`config.mk`:
```
export PLATFORM = sky130hd
export DESIGN_NAME = maint_chan_ctrl
export DESIGN_NICKNAME = d
export VERILOG_FILES = /design/src/maint_chan_pkg.sv /design/src/maint_chan_ctrl.sv
export SDC_FILE = /design/constraint.sdc
export NUM_CORES = 1
export LEC_CHECK = 0
export BUFFER_PORTS_ARGS = -buffer_cell sky130_fd_sc_hd__clkbuf_2
export CORE_AREA = 2 2 143 145
export CTS_BUF_LIST = sky130_fd_sc_hd__clkbuf_8
export DETAILED_ROUTE_END_ITERATION = 6
export DIE_AREA = 0 0 145 147
export GPL_TIMING_DRIVEN = 0
export PLACE_DENSITY = 0.7
export SETUP_SLACK_MARGIN = 0.5
export SLEW_MARGIN = 20
export SYNTH_ARGS = -nofsm -noshare
export SYNTH_HDL_FRONTEND = slang
export SYNTH_SLANG_ARGS = --single-unit
```
`constraint.sdc`:
```
create_clock -name aclk -period 6.95 [get_ports aclk]
set_clock_uncertainty 0.2 [all_clocks]
set_input_delay 1.39 -clock aclk [delete_from_list [all_inputs] [get_ports aclk]]
set_output_delay 1.39 -clock aclk [all_outputs]
set_load 0.1 [all_outputs]
```
`src/maint_chan_pkg.sv`:
```
// Constants shared by the maintenance channel control block
package maint_chan_pkg;

  // ==========================================================
  // Register byte offsets (AXI4-Lite, one aligned word each)
  localparam logic [5:0] OFF_EOC        = 6'h00;
  localparam logic [5:0] OFF_M4_TX      = 6'h04;
  localparam logic [5:0] OFF_M4_RX      = 6'h08;
  localparam logic [5:0] OFF_VERIFIED   = 6'h0c;
  localparam logic [5:0] OFF_FRAMER     = 6'h10;
  localparam logic [5:0] OFF_MAINT_MODE = 6'h14;
  localparam logic [5:0] OFF_TIMER      = 6'h18;
  localparam logic [5:0] OFF_LINK_STAT  = 6'h1c;
  localparam logic [5:0] OFF_LINK_CTRL  = 6'h20;
  localparam logic [5:0] OFF_IRQ_EN     = 6'h24;
  localparam logic [5:0] OFF_OPTION     = 6'h28;
  localparam logic [5:0] OFF_IRQ_STAT   = 6'h2c;

  // ==========================================================
  // Superframe layout: 48 maintenance bits, six subchannels of 8
  localparam int M_BITS_PER_SF   = 48;
  localparam int SUBCH_BITS      = 8;
  localparam int EOC_SUBCH       = 3;
  // Two eoc frames per superframe, one at each half
  localparam int EOC_W           = EOC_SUBCH * SUBCH_BITS / 2;
  localparam int M4_W            = SUBCH_BITS;

  // ==========================================================
  // Field positions
  localparam int FS_HI = 7;          // framer state field
  localparam int FS_LO = 4;
  localparam logic [3:0] FS_HOLD_SN2 = 4'ha;
  localparam logic [3:0] FS_RELEASE  = 4'h0;
  localparam int EOC_CTL_HI = 7;
  localparam int EOC_CTL_LO = 6;
  localparam int M4_CTL_HI  = 5;
  localparam int M4_CTL_LO  = 4;
  localparam int TMR_DIS_B  = 0;
  localparam int CUST_EN_B  = 0;
  localparam int DEACT_RQ_B = 2;
  localparam int NT_ROLE_B  = 4;
  localparam int IRQ_M4_B   = 1;
  localparam int IRQ_EOC_B  = 2;
  localparam int M4_TRI_B   = 0;
  localparam int AUTO_EOC_B = 3;
  localparam int VER_ACT_B  = 2;
  localparam int VER_DEA_B  = 1;
  localparam int ST_AIP_B   = 0;
  localparam int ST_SYNC_B  = 1;
  localparam int ST_ERR_B   = 2;
  localparam int ACT_B      = 7;     // M4 act position
  localparam int DEA_B      = 6;     // M4 dea position
  // act, dea, sai, uoa positions checked by trinal option
  localparam logic [7:0] M4_TRINAL_MASK = 8'hf0;

  // ==========================================================
  // Reset values
  localparam logic [11:0] EOC_TX_RST = 12'hfff;
  localparam logic [7:0]  M4_TX_RST  = 8'hff;
  localparam logic [7:0]  M4_RX_RST  = 8'hff;

  // ==========================================================
  // Update filter modes (eoc and M4 control fields)
  typedef enum logic [1:0] {
    M4_DUAL_VERIFY = 2'b00,
    M4_DUAL        = 2'b01,
    M4_DELTA       = 2'b10,
    M4_EVERY       = 2'b11
  } m4_mode_t;

  typedef enum logic [1:0] {
    EOC_TRINAL = 2'b00,
    EOC_DUAL   = 2'b01,
    EOC_DELTA  = 2'b10,
    EOC_EVERY  = 2'b11
  } eoc_mode_t;

  // ==========================================================
  // Timing
  localparam longint CLK_HZ          = 100_000_000;
  localparam longint ACT_TIMEOUT_S   = 15;
  localparam longint ACT_TIMEOUT_CYC = ACT_TIMEOUT_S * CLK_HZ;

endpackage

```
`src/maint_chan_ctrl.sv`:
```
// Maintenance channel control: eoc and M4 filtering, transparency, timer
`timescale 1ns/1ns

module maint_chan_ctrl
  import maint_chan_pkg::*;
#(
  parameter longint ACT_TIMEOUT = ACT_TIMEOUT_CYC
)
(
  // Clock and reset
  input  wire logic              aclk,
  input  wire logic              aresetn,
  // AXI4-Lite write address
  input  wire logic [31:0]       s_axi_awaddr,
  input  wire logic              s_axi_awvalid,
  output logic                   s_axi_awready,
  // AXI4-Lite write data
  input  wire logic [31:0]       s_axi_wdata,
  input  wire logic [3:0]        s_axi_wstrb,
  input  wire logic              s_axi_wvalid,
  output logic                   s_axi_wready,
  // AXI4-Lite write response
  output logic [1:0]             s_axi_bresp,
  output logic                   s_axi_bvalid,
  input  wire logic              s_axi_bready,
  // AXI4-Lite read address
  input  wire logic [31:0]       s_axi_araddr,
  input  wire logic              s_axi_arvalid,
  output logic                   s_axi_arready,
  // AXI4-Lite read data
  output logic [31:0]            s_axi_rdata,
  output logic [1:0]             s_axi_rresp,
  output logic                   s_axi_rvalid,
  input  wire logic              s_axi_rready,
  // Deframer side
  input  wire logic              sf_sync,
  input  wire logic              rx_eoc_valid,
  input  wire logic [EOC_W-1:0]  rx_eoc_word,
  input  wire logic              rx_m4_valid,
  input  wire logic [M4_W-1:0]   rx_m4_bits,
  // Framer side
  input  wire logic              tx_eoc_boundary,
  input  wire logic [3:0]        framer_state,
  output logic [EOC_W-1:0]       tx_eoc_word,
  output logic [M4_W-1:0]        tx_m4_bits,
  output logic                   framer_hold_sn2,
  // Activation and deactivation
  input  wire logic              act_in_progress,
  input  wire logic              full_active,
  output logic                   act_abort,
  output logic                   controlled_deact,
  output logic                   warm_start,
  // Customer data path control
  input  wire logic              pcm_frame_sync,
  output logic                   customer_transparent,
  // Interrupt
  output logic                   irq
);

  // ==========================================================
  // Elaboration checks; the counter below is only 32 bits wide
  if (ACT_TIMEOUT < 1 || ACT_TIMEOUT > 64'h00000000ffffffff)
  begin : g_bad_timeout
    $error("ACT_TIMEOUT must fit in 32 bits and be nonzero");
  end

  // ==========================================================
  // Register state
  logic [EOC_W-1:0] eoc_tx;
  logic [EOC_W-1:0] eoc_rx;
  logic [M4_W-1:0]  m4_tx;
  logic [M4_W-1:0]  m4_rx;
  logic [3:0]       fs_hold;
  logic [1:0]       eoc_ctl;
  logic [1:0]       m4_ctl;
  logic             timer_dis;
  logic [7:0]       link_ctrl;
  logic [7:0]       irq_en;
  logic [7:0]       option;
  logic             eoc_flag;
  logic             m4_flag;
  logic             verified_act;
  logic             verified_dea;
  logic             err_ind;

  // ==========================================================
  // AXI4-Lite slave
  logic        aw_held;
  logic        w_held;
  logic [5:0]  aw_addr;
  logic [31:0] w_data;
  logic [3:0]  w_strb;
  logic        wr_go;
  logic [31:0] rd_val;
  logic        rd_ok;

  assign s_axi_awready = !aw_held && !s_axi_bvalid;
  assign s_axi_wready  = !w_held && !s_axi_bvalid;
  assign s_axi_arready = !s_axi_rvalid;
  assign wr_go         = aw_held && w_held && !s_axi_bvalid;

  // Address and data are latched independently, in either order
  always_ff @(posedge aclk)
  begin
    if (!aresetn)
    begin
      aw_held <= 1'b0;
      w_held  <= 1'b0;
      aw_addr <= 6'h00;
      w_data  <= 32'h00000000;
      w_strb  <= 4'h0;
    end
    else
    begin
      if (s_axi_awvalid && s_axi_awready)
      begin
        aw_held <= 1'b1;
        aw_addr <= {s_axi_awaddr[5:2], 2'b00};
      end
      else if (wr_go)
        aw_held <= 1'b0;
      if (s_axi_wvalid && s_axi_wready)
      begin
        w_held <= 1'b1;
        w_data <= s_axi_wdata;
        w_strb <= s_axi_wstrb;
      end
      else if (wr_go)
        w_held <= 1'b0;
    end
  end

  // Write response, SLVERR for unmapped offsets
  always_ff @(posedge aclk)
  begin
    if (!aresetn)
    begin
      s_axi_bvalid <= 1'b0;
      s_axi_bresp  <= 2'b00;
    end
    else if (wr_go)
    begin
      s_axi_bvalid <= 1'b1;
      s_axi_bresp  <= (aw_addr <= OFF_IRQ_STAT) ? 2'b00 : 2'b10;
    end
    else if (s_axi_bready)
      s_axi_bvalid <= 1'b0;
  end

  // Read mux; reserved bits read as zero
  always_comb
  begin
    rd_val = 32'h00000000;
    rd_ok  = 1'b1;
    case ({s_axi_araddr[5:2], 2'b00})
      OFF_EOC:        rd_val[EOC_W-1:0] = eoc_rx;
      OFF_M4_TX:      rd_val[7:0] = m4_tx;
      OFF_M4_RX:      rd_val[7:0] = m4_rx;
      OFF_VERIFIED:   rd_val[7:0] = {5'h00, verified_act, verified_dea, 1'b0};
      OFF_FRAMER:     rd_val[FS_HI:FS_LO] = framer_state;
      OFF_MAINT_MODE: rd_val[7:0] = {eoc_ctl, m4_ctl, 4'h0};
      OFF_TIMER:      rd_val[TMR_DIS_B] = timer_dis;
      OFF_LINK_STAT:  rd_val[7:0] = {5'h00, err_ind, sf_sync, act_in_progress};
      OFF_LINK_CTRL:  rd_val[7:0] = link_ctrl;
      OFF_IRQ_EN:     rd_val[7:0] = irq_en;
      OFF_OPTION:     rd_val[7:0] = option;
      OFF_IRQ_STAT:   rd_val[7:0] = {5'h00, eoc_flag, m4_flag, 1'b0};
      default:        rd_ok = 1'b0;
    endcase
  end

  // Read data registered, held until rready
  always_ff @(posedge aclk)
  begin
    if (!aresetn)
    begin
      s_axi_rvalid <= 1'b0;
      s_axi_rdata  <= 32'h00000000;
      s_axi_rresp  <= 2'b00;
    end
    else if (s_axi_arvalid && s_axi_arready)
    begin
      s_axi_rvalid <= 1'b1;
      s_axi_rdata  <= rd_val;
      s_axi_rresp  <= rd_ok ? 2'b00 : 2'b10;
    end
    else if (s_axi_rready)
      s_axi_rvalid <= 1'b0;
  end

  // ==========================================================
  // Control registers written by software (lane 0 strobe only; eoc takes bits 11:0)
  logic wr_lo;
  assign wr_lo = wr_go && w_strb[0];

  always_ff @(posedge aclk)
  begin
    if (!aresetn)
    begin
      eoc_tx    <= EOC_TX_RST;
      m4_tx     <= M4_TX_RST;
      fs_hold   <= FS_RELEASE;
      eoc_ctl   <= 2'b00;
      m4_ctl    <= 2'b00;
      timer_dis <= 1'b0;
      link_ctrl <= 8'h00;
      irq_en    <= 8'h00;
      option    <= 8'h00;
    end
    else if (wr_lo)
    begin
      case (aw_addr)
        OFF_EOC:        eoc_tx <= w_data[EOC_W-1:0];
        OFF_M4_TX:      m4_tx <= w_data[7:0];
        OFF_FRAMER:     fs_hold <= w_data[FS_HI:FS_LO];
        OFF_MAINT_MODE:
        begin
          eoc_ctl <= w_data[EOC_CTL_HI:EOC_CTL_LO];
          m4_ctl  <= w_data[M4_CTL_HI:M4_CTL_LO];
        end
        OFF_TIMER:      timer_dis <= w_data[TMR_DIS_B];
        OFF_LINK_CTRL:  link_ctrl <= w_data[7:0];
        OFF_IRQ_EN:     irq_en <= w_data[7:0];
        OFF_OPTION:     option <= w_data[7:0];
        default:        ;
      endcase
    end
  end

  // Hold value A keeps the framer in SN2; anything else releases
  assign framer_hold_sn2 = (fs_hold == FS_HOLD_SN2);
  assign tx_m4_bits      = m4_tx;

  // Host eoc word goes out at the next eoc frame boundary unless the auto eoc option bit is set
  always_ff @(posedge aclk)
  begin
    if (!aresetn)
      tx_eoc_word <= EOC_TX_RST;
    else if (tx_eoc_boundary && !option[AUTO_EOC_B])
      tx_eoc_word <= eoc_tx;
  end

  // ==========================================================
  // Received eoc filtering, two frames per superframe
  logic [EOC_W-1:0] eoc_p1;
  logic [EOC_W-1:0] eoc_p2;
  logic [1:0]       eoc_hist;
  logic             eoc_upd;

  always_comb
  begin
    eoc_upd = 1'b0;
    if (rx_eoc_valid && sf_sync)
    begin
      case (eoc_mode_t'(eoc_ctl))
        EOC_TRINAL: eoc_upd = (eoc_hist == 2'd2) && (rx_eoc_word == eoc_p1)
                              && (eoc_p1 == eoc_p2) && (rx_eoc_word != eoc_rx);
        EOC_DUAL:   eoc_upd = (eoc_hist != 2'd0) && (rx_eoc_word == eoc_p1)
                              && (rx_eoc_word != eoc_rx);
        EOC_DELTA:  eoc_upd = (rx_eoc_word != eoc_rx);
        EOC_EVERY:  eoc_upd = 1'b1;
        default:    eoc_upd = 1'b0;
      endcase
    end
  end

  // History restarts when sync drops; register holds its value
  always_ff @(posedge aclk)
  begin
    if (!aresetn || !sf_sync)
    begin
      eoc_p1   <= '0;
      eoc_p2   <= '0;
      eoc_hist <= 2'd0;
    end
    else if (rx_eoc_valid)
    begin
      eoc_p1   <= rx_eoc_word;
      eoc_p2   <= eoc_p1;
      eoc_hist <= (eoc_hist == 2'd2) ? 2'd2 : eoc_hist + 2'd1;
    end
  end

  // Updated in every mode, automatic processing included
  always_ff @(posedge aclk)
  begin
    if (!aresetn)
      eoc_rx <= EOC_TX_RST;
    else if (eoc_upd)
      eoc_rx <= rx_eoc_word;
  end

  // ==========================================================
  // Received M4 filtering, one bit at a time
  logic [M4_W-1:0] m4_p1;
  logic [M4_W-1:0] m4_p2;
  logic [1:0]      m4_hist;
  logic [M4_W-1:0] next_m4_rx;
  logic            m4_take;
  logic            m4_upd;

  assign m4_take = rx_m4_valid && sf_sync;

  for (genvar b = 0; b < M4_W; b++)
  begin : g_m4_bit
    logic dual_ok;
    logic tri_ok;
    assign dual_ok = (m4_hist != 2'd0) && (rx_m4_bits[b] == m4_p1[b]);
    assign tri_ok  = (m4_hist == 2'd2) && (rx_m4_bits[b] == m4_p1[b])
                     && (m4_p1[b] == m4_p2[b]);
    always_comb
    begin
      next_m4_rx[b] = m4_rx[b];
      if (option[M4_TRI_B] && M4_TRINAL_MASK[b])
      begin
        if (tri_ok)
          next_m4_rx[b] = rx_m4_bits[b];
      end
      else
      begin
        case (m4_mode_t'(m4_ctl))
          M4_DUAL_VERIFY: if (dual_ok) next_m4_rx[b] = rx_m4_bits[b];
          M4_DUAL:        if (dual_ok) next_m4_rx[b] = rx_m4_bits[b];
          M4_DELTA:       next_m4_rx[b] = rx_m4_bits[b];
          M4_EVERY:       next_m4_rx[b] = rx_m4_bits[b];
          default:        next_m4_rx[b] = m4_rx[b];
        endcase
      end
    end
  end

  // Every-frame mode reports even an unchanged value
  assign m4_upd = m4_take && ((m4_mode_t'(m4_ctl) == M4_EVERY)
                  || (next_m4_rx != m4_rx));

  always_ff @(posedge aclk)
  begin
    if (!aresetn || !sf_sync)
    begin
      m4_p1   <= '0;
      m4_p2   <= '0;
      m4_hist <= 2'd0;
    end
    else if (rx_m4_valid)
    begin
      m4_p1   <= rx_m4_bits;
      m4_p2   <= m4_p1;
      m4_hist <= (m4_hist == 2'd2) ? 2'd2 : m4_hist + 2'd1;
    end
  end

  // Verified flags follow the register only in mode 0,0
  always_ff @(posedge aclk)
  begin
    if (!aresetn)
    begin
      m4_rx        <= M4_RX_RST;
      verified_act <= 1'b0;
      verified_dea <= 1'b0;
    end
    else
    begin
      if (m4_upd)
        m4_rx <= next_m4_rx;
      if (m4_mode_t'(m4_ctl) != M4_DUAL_VERIFY)
      begin
        verified_act <= 1'b0;
        verified_dea <= 1'b0;
      end
      else if (m4_upd)
      begin
        verified_act <= next_m4_rx[ACT_B];
        verified_dea <= link_ctrl[NT_ROLE_B] && !next_m4_rx[DEA_B];
      end
    end
  end

  // ==========================================================
  // Transparency: only B and D are gated, M bits always pass
  always_ff @(posedge aclk)
  begin
    if (!aresetn)
      customer_transparent <= 1'b0;
    else if (pcm_frame_sync)
      customer_transparent <= verified_act || link_ctrl[CUST_EN_B];
  end

  // ==========================================================
  // NT deactivation on dea = 0, remembered for warm restart
  logic deact_cond;
  assign deact_cond = link_ctrl[NT_ROLE_B] && !m4_rx[DEA_B]
                      && (verified_dea || link_ctrl[DEACT_RQ_B]);

  always_ff @(posedge aclk)
  begin
    if (!aresetn)
    begin
      controlled_deact <= 1'b0;
      warm_start       <= 1'b0;
    end
    else
    begin
      controlled_deact <= deact_cond;
      if (deact_cond)
        warm_start <= 1'b1;
      else if (full_active)
        warm_start <= 1'b0;
    end
  end

  // ==========================================================
  // Activation timer; a disabled timer simply stops counting
  logic        aip_d;
  logic [31:0] act_cnt;
  logic        act_run;

  always_ff @(posedge aclk)
  begin
    if (!aresetn)
    begin
      aip_d     <= 1'b0;
      act_cnt   <= 32'h00000000;
      act_run   <= 1'b0;
      act_abort <= 1'b0;
      err_ind   <= 1'b0;
    end
    else
    begin
      aip_d     <= act_in_progress;
      act_abort <= 1'b0;
      if (act_in_progress && !aip_d)
      begin
        act_run <= 1'b1;
        act_cnt <= 32'h00000000;
        err_ind <= 1'b0;
      end
      else if (!act_in_progress || full_active)
        act_run <= 1'b0;
      else if (act_run && !timer_dis)
      begin
        if (act_cnt == 32'(ACT_TIMEOUT - 1))
        begin
          act_run   <= 1'b0;
          act_abort <= 1'b1;
          err_ind   <= 1'b1;
        end
        else
          act_cnt <= act_cnt + 32'h00000001;
      end
    end
  end

  // ==========================================================
  // Sticky update flags, write one to clear; a new event wins
  logic clr_lo;
  assign clr_lo = wr_lo && (aw_addr == OFF_IRQ_STAT);

  always_ff @(posedge aclk)
  begin
    if (!aresetn)
    begin
      eoc_flag <= 1'b0;
      m4_flag  <= 1'b0;
    end
    else
    begin
      if (eoc_upd)
        eoc_flag <= 1'b1;
      else if (clr_lo && w_data[IRQ_EOC_B])
        eoc_flag <= 1'b0;
      if (m4_upd)
        m4_flag <= 1'b1;
      else if (clr_lo && w_data[IRQ_M4_B])
        m4_flag <= 1'b0;
    end
  end

  always_ff @(posedge aclk)
  begin
    if (!aresetn)
      irq <= 1'b0;
    else
      irq <= (eoc_flag && irq_en[IRQ_EOC_B])
             || (m4_flag && irq_en[IRQ_M4_B]);
  end

endmodule // maint_chan_ctrl

```
# Word-level counts from Yosys, hierarchy flattened
# Cells that the tools add are included.
[totals]
reg_bits = 210
latchBits = 0
ram_bits = 0
rom_bits = 0
in_bits = 138
output_inout_bits = 67
word_cells = 241
n_memories = 0
[op_classes]
add_sub_neg = 3
multipliers = 0
div_mod_pow = 0
n_lt_le_gt_ge = 1
eq_ne = 45
n_shift = 0
n_mux = 53
bitwise = 4
reduce_logical = 94
[ops]
columns = ["op", "count"]
rows = [
  ["$logic_and 1x1->1", 43],
  ["$eq 4x4->1 const B", 9],
  ["$mux 1", 36],
  ["$add 32x1->32 const B", 1],
  ["$eq 32x31->1 const B", 1],
  ["$pmux 4 s8", 1],
  ["$eq 4x3->1 const B", 7],
  ["$pmux 3 s9", 1],
  ["$eq 12x12->1", 2],
  ["$reduce_bool 2->1", 10],
  ["$reduce_and 2->1", 9],
  ["$pmux 1 s2", 8],
  ["$eq 1x1->1", 12],
  ["$eq 2x2->1 const B", 6],
  ["$logic_not 1->1", 12],
  ["$ne 12x12->1", 1],
  ["$reduce_or 12->1", 1],
  ["$eq 4x1->1 const B", 2],
  ["$eq 4x2->1 const B", 2],
  ["$mux 2", 4],
  ["$ne 8x8->1", 1],
  ["$pmux 1 s8", 1],
  ["$reduce_or 2->1", 4],
  ["$le 6x6->1 const B", 1],
  ["12 further kinds", 25],
]

# Longest topological paths before layout
# Gate-level depths: netlist (run 1).
[logic_depth]
word_depth = 9
depth_mapped = 10
mapped_depth_nobuf = 8

# Worst setup path after synthesis (run 1)
# Ideal clock, no wire load.
[synth_path]
path_kind = "register -> output"
from = "reg fs_hold[3]"
to = "out framer_hold_sn2"
arrival_ns = 3.236
required_time_ns = 5.360
slack_ns = 2.124
path_stages_with_launch = 2
path_buffers = 0
path_cell_list = "dfxtp_1 -> nor4bb_1"
[synth_via]
elab_chain_len = 1
[synth_lines]
columns = ["element", "line_no", "source"]
rows = [
  ["start, declared", "maint_chan_ctrl.sv:73", "logic [3:0] fs_hold;"],
  ["start signal, assigned", "maint_chan_ctrl.sv:215", "OFF_FRAMER: fs_hold <= w_data[FS_HI:FS_LO];"],
  ["$eq 4x4->1", "maint_chan_ctrl.sv:231", "assign framer_hold_sn2 = (fs_hold == FS_HOLD_SN2);"],
  ["end, declared", "maint_chan_ctrl.sv:46", "output logic framer_hold_sn2,"],
]
# Every way passes these cells.

# Worst setup path after layout (run 1)
# Ends and elaborated chain as after synthesis.

==> impl_metrics.ini, run 1 <==
[status]
status = completed

[floorplan]
die_area_mm2 = 0.0213
core_area_mm2 = 0.0198
dieWidth_um = 145
start_util_pct = 49.0
die_h_um = 147
fp-row-count = 52
ios = 205

[synthesis]
synth_seq_cells = 204
ys.flop_type = dfxtp_1
synthArstFlopShare_pct = 0
synth_cell_type_count = 76
yosys_warnings = 0
synth_edf_count = 0
synth.avg_cell_area_um2 = 8.86
syn_inst = 1098
netlist_area_mm2 = 0.00973
ys_seq_area_share_pct = 42.0

[worst_setup_path]
critPathLaunchType = register
required_ns = 5.36
worstRegToRegCells = 8
reg2reg_slack_ns = 3.78
crit_type = reg -> out
setup.worst_path.end_class = primary output
reg2reg_to = m4_rx[6]$_SDFFE_PN1P_
worstReg2RegStart = m4_hist[0]$_SDFFE_PP0P_
path_max_fanout = 2
worstPathArrival_ns = 1.86

[power]
power_density_mw_per_mm2 = 235
p_leak_nw = 4.51
finalPower_mw = 2.68
vdd.ir_drop.worst_uv = 128

[global_route]
grt_pass1_wl_mm = 38.6
antenna_found_initial = 0
grt_pass1_vias = 7597
grt_util_all_layers_pct = 22.2
overflow = 0
grt_max_degree = 11

[cts]
cts_resized = 0
clk_pin_slew_ns = 0.06
cts_buffers = 36
insertion_delay_ns = 0.53
cts_hold_buf = 0
clock-sinks = 204
clockRootBuffer = clkbuf_8
postCtsSetupRepairBufs = 0
clk_path_buf_depth = 3
cts_tree = done
htreeDepth = 2

[timing]
fin_crit_sh_pct = 49.6
final_max_slew_viol_count = 0
max_freq_ghz = 0.290
period_needed_ns = 3.45
rsz0062_at_grt = false
max-slew-margin-rel_pct = 31.7
finalSetupTns_ns = 0
tightest_slew_ns = 1.02
finalHoldViolations = 0
setup_viol = 0

[drt]
first_iter_violations = 499
via_per_inst = 5.22
drt_drc_violations_left = 0
wire_per_inst_um = 15.5
firstDrtPassIters = 5
vias = 8091
drt_wl_total_mm = 24.1
ant_nets = 0

[placed_design]
port_buffers = 99
gp_congestion = 0.941
dp_hpwl_mm = 17.8

[hold_path]
hold_path_depth = 2
min_to = w_data[11]$_SDFFE_PN0P_
hp-start = w_data[11]$_SDFFE_PN0P_
hold_path_class = reg -> reg

[cells_and_area]
multi_input_area_mm2 = 0.00523
drive_above_1_share_pct = 15.9
areaGrowthSynthToFinish_pct = 17.0
final-seq-area_mm2 = 0.00408
layout.nets = 1399
n_fill_cell = 1806
diodes = 0

[job]
cap_violations = 0
==> routing by layer <==
metal / up-vias / track usage, % / share of wire [%]
met5: - / 0 / 0
met4: 0 / 7.33 / 1.6
met3: 30 / 4.35 / 6.6
met2: 219 / 36.3 / 46
met1: 3779 / 29.5 / 45
li1: 4063 / - / -
==> cell families after synthesis <==
| group | synth area share [%] |
|---|---|
| and+or+nand+nor | 24.4 |
| DFF | 42.0 |
| AOI/OAI and AO/OA | 10.2 |
| muxes | 11.7 |
| buffers and inverters | 5.09 |
| xor gates and xnor gates | 5.94 |
| adders and majority gates | 0.643 |
| other | 0.0386 |
==> worst max-delay path: stages (launching register included) <==
cell and delay [ns]:
dfxtp_1 0.32, nor4bb_1 0.47, clkbuf_2 0.54
==> Yosys cell counts (all sizes together), types with 4 or more instances <==
cell type	instances	area share [%]
a211oi	4	0.36
a21boi	21	1.6
a21oi	22	1.2
a22oi	13	1.1
a31oi	6	0.39
a32oi	4	0.36
and2	8	0.51
and2b	4	0.36
and3	8	0.51
and4	6	0.54
buf	32	2.4
clkbuf	52	2.0
dfxtp	204	42
ha	5	0.64
inv	18	0.69
mux2i	103	11
nand2	127	4.9
nand2b	9	0.58
nand3	61	3.1
nand3b	5	0.39
nand4	15	0.96
nor2	100	3.9
nor2b	83	5.4
nor3	17	0.98
nor3b	6	0.46
nor4	5	0.32
o2111ai	5	0.45
o21ai	25	1.3
o21bai	5	0.39
o22ai	5	0.32
o2bb2ai	4	0.36
o31ai	5	0.53
or4	5	0.39
xnor2	31	2.8
xor2	35	3.2
==> registers in the layout, summed over array words and instances (netlist names), 12 cells and up <==
name / flops
eoc_p1: 12
tx_eoc_word: 12
eoc_tx: 12
w_data: 12
act_cnt: 32
s_axi_rdata: 12
eoc_p2: 12
eoc_rx: 12
==> stage by stage <==
step	area (um^2)	setup WS [ns]	cells	hold slack, ns	utilization [%]
3_3_place_gp	10600	3.27	1488	0.251	53.6
3_5_place_dp	10600	3.17	1488	0.237	53.6
4_1_cts	11400	3.48	1550	0.264	57.3
6_report	11400	3.50	1550	0.266	57.4
2_1_floorplan	9800	2.12	1119	0.219	-
5_1_grt	11400	3.48	1550	0.287	57.4
==> final cells by class <==
type / instances / share of cell area (%)
Clock buffer: 47 / 5.68
Timing Repair Buffer: 99 / 4.35
Clock inverter: 15 / 0.802
Tap cell: 270 / 2.97
Multi-Input combinational cell: 812 / 46.0
Inverter: 19 / 0.627
Buffer: 84 / 3.73
Sequential cell: 204 / 35.9
==> cell usage in the layout, fill, tap and decap left out, drive strengths merged, types with 5 or more instances in the layout <==
cell	synthesis	final
xnor2	31	31
nor2	100	100
nor3	17	17
conb	1	22
o21bai	5	5
nand2	127	127
clkbuf	52	198
mux2i	103	103
ha	5	5
nand3b	5	5
or4	5	5
dfxtp	204	204
o31ai	5	5
o21ai	25	25
nor2b	83	83
and2	8	8
nor3b	6	6
a31oi	6	6
and3	8	8
a21oi	22	22
o2111ai	5	5
xor2	35	35
inv	18	29
nand3	61	61
a22oi	13	13
nand4	15	15
a21boi	21	21
nor4	5	5
o22ai	5	5
buf	32	32
nand2b	9	9
and4	6	6
==> worst max path at each step <==
stage / depth (start not counted) / slack (ns) / endpoint / start
3_5_place_dp: 8 / 3.17 / eoc_flag$_SDFFE_PN0P_ / rx_eoc_word[11]
3_3_place_gp: 8 / 3.27 / act_cnt[26]$_SDFFE_PP0P_ / full_active
6_report: 2 / 3.50 / framer_hold_sn2 / fs_hold[3]$_SDFFE_PN0P_
4_1_cts: 2 / 3.48 / framer_hold_sn2 / fs_hold[3]$_SDFFE_PN0P_
2_1_floorplan: 1 / 2.12 / framer_hold_sn2 / fs_hold[3]$_SDFFE_PN0P_
5_1_grt: 2 / 3.48 / framer_hold_sn2 / fs_hold[3]$_SDFFE_PN0P_
==> where the power goes <==
part / switching, mW / internal, mW
clock: 0.488 / 0.641
sequential: 0.0210 / 1.19
combinational: 0.240 / 0.0944
(Power assumes the default switching activity.)
==> run 2: changes to the inputs <==
- ABC_AREA: default -> 1
- CORE_AREA: 2 2 143 145 -> 2 2 145 147
- DIE_AREA: 0 0 145 147 -> 0 0 147 149
- PLACE_DENSITY: 0.7 -> 0.72
- clock period: 6.95 -> 2.9 ns (I/O delays scaled with it)
==> impl_metrics.ini, run 2 <==
[worst_setup_path]
reg2reg_slack_ns = 0.72
path_max_fanout = 5
cp_top_family = buffers and inverters
worstPathArrival_ns = 1.53
slowest_delay_ns = 0.47
crit_slowest_cell = clkbuf_2
cp_cell_sequence = nor2_4 -> clkbuf_2
cp_num_buf_inv = 1
required_ns = 2.12
crit_type = reg -> out
setup.worst_path.end_class = primary output
critPathLaunchType = register

[drt]
wire_per_inst_um = 15.5
first_iter_violations = 699
met2_length_mm = 13.1
wl_met1_mm = 12.8
vias = 9724
drt_wl_total_mm = 28.6
via_per_inst = 5.26
routed.top_layer = met4
drt_drc_violations_left = 0
ant_nets = 0
firstDrtPassIters = 5
route.met3.wl_mm = 1.86

[cells_and_area]
areaGrowthSynthToFinish_pct = 17.3
diodes = 0
drive_above_1_share_pct = 16.5
largest_register_ffs = 32
stdcell_area_mm2 = 0.0117
fin_cells = 1849
layout.nets = 1694
final_common_cell = nand2_1
final_cell_mix = nand2_1, dfxtp_1, inv_1, a21oi_1, o21ai_0
top_register = act_cnt

[synthesis]
ys_seq_area_share_pct = 41.1
netlist.area_leader.share_pct = 41.1
synth_seq_cells = 204
yosysMostFrequentCell = nand2_1
yosys-top-cells-area = dfxtp_1, nand2_1, a21oi_1, o21ai_0, inv_1
ys.flop_type = dfxtp_1
synth.avg_cell_area_um2 = 7.15
syn_inst = 1390
yosys_warnings = 0
yosys-top-cells-count = nand2_1, dfxtp_1, inv_1, a21oi_1, o21ai_0
synth_cell_type_count = 46
synth_edf_count = 0
synth_top_cell_by_area = dfxtp_1
netlist_area_mm2 = 0.00994
synthArstFlopShare_pct = 0

[timing]
setup_slack_ns = 0.587
finalSetupTns_ns = 0
max_freq_ghz = 0.432
period_needed_ns = 2.31
max-slew-margin-rel_pct = 51.4
setup_viol = 0
finalHoldViolations = 0
hold_slack_ns = 0.0516
final_max_slew_viol_count = 0
tightest_slew_ns = 0.730
rsz0062_at_grt = false
fin_crit_sh_pct = 79.7

[floorplan]
core_area_mm2 = 0.0206
ios = 205
dieWidth_um = 147
fp-row-count = 53
die_area_mm2 = 0.0219
die_h_um = 149
start_util_pct = 48.4

[global_route]
grt_util_all_layers_pct = 26.2
grt_pass1_vias = 9212
grt_pass1_wl_mm = 46.2
antenna_found_initial = 0
grt_max_degree = 11
overflow = 0

[placed_design]
place_area_mm2 = 0.0109
dp_hpwl_mm = 21.5
port_buffers = 101
place_ws_ns = 0.523
placed_cells = 1787
gp_congestion = 0.930

[cts]
clockRootBuffer = clkbuf_8
clk_pin_slew_ns = 0.06
clock-sinks = 204
cts_hold_buf = 0
postCtsSetupRepairBufs = 0
insertion_delay_ns = 0.54
cts_resized = 1
clk_path_buf_depth = 3
cts_tree = done
cts_buffers = 37
htreeDepth = 2

[power]
power_density_mw_per_mm2 = 566
p_leak_nw = 5.11
vdd.ir_drop.worst_uv = 357

[status]
status = completed

[job]
cap_violations = 0

[hold_path]
hold_path_class = in -> reg
-- run 2: cell count changes after synthesis, sizes merged, moves of 12 or more --
cell	delta
inv	+133
a22oi	-13
nand3	+21
o211ai	+18
o21ai	+91
nor2	-12
nand2	+228
mux2i	-103
xnor2	-22
a21oi	+122
clkbuf	-19
nor2b	-83
a21boi	-20
nor3	+19
-- run 2: layout make-up --
class,count,area (um^2)
clock inverters,13,60.1
multi-input cells,980,4960
inverters,152,574
well taps,275,344
repair buffers,101,508
plain buffers,75,457
fillers,2043,8900
clock buffers,49,674
flip-flops and latches,204,4090
-- run 2: power by group --
| part | switching, mW | internal, mW | total [mW] | leakage, nW |
|---|---|---|---|---|
| combinational | 0.706 | 0.222 | 0.928 | 3.04 |
| clock | 1.20 | 1.50 | 2.70 | 0.414 |
| sequential | 0.0736 | 2.89 | 2.97 | 1.66 |
-- run 2: kinds of logic after synthesis --
family | synth area share (%)
buffers and inverters | 10.3
XOR/XNOR | 3.52
AO/OA/AOI/OAI | 18.0
flip-flops | 41.1
AND/OR/NAND/NOR | 26.4
adder cells (fa/ha/maj) | 0.629
other | 0.0377
-- run 2: path summary, 6_finish.rpt --
| check | from | cells past startpoint | end |
|---|---|---|---|
| setup / recovery | s_axi_bvalid$_SDFFE_PN0P_ | 2 | s_axi_awready |
| hold / removal | pcm_frame_sync | 2 | customer_transparent$_SDFFE_PN0P_ |
| setup reg to reg | act_cnt[0]$_SDFFE_PP0P_ | 11 | act_cnt[21]$_SDFFE_PP0P_ |
| hold reg to reg | eoc_tx[9]$_SDFFE_PN1P_ | 2 | tx_eoc_word[9]$_SDFFE_PN1P_ |
-- run 2: metal layers --
metal | vias to the layer above | track usage [%]
li1 | 4862 | -
met4 | 0 | 10.0
met3 | 68 | 4.34
met5 | - | 0
met1 | 4502 | 34.5
met2 | 292 | 43.4
-- run 2: per-stage QoR --
stage | util [%] | power, mW
after floorplan | - | 3.72
after global placement | 53.1 | 3.94
after detailed placement | 53.1 | 3.95
after CTS | 56.7 | 6.64
after global routing | 56.7 | 6.86
final | 56.7 | 6.60
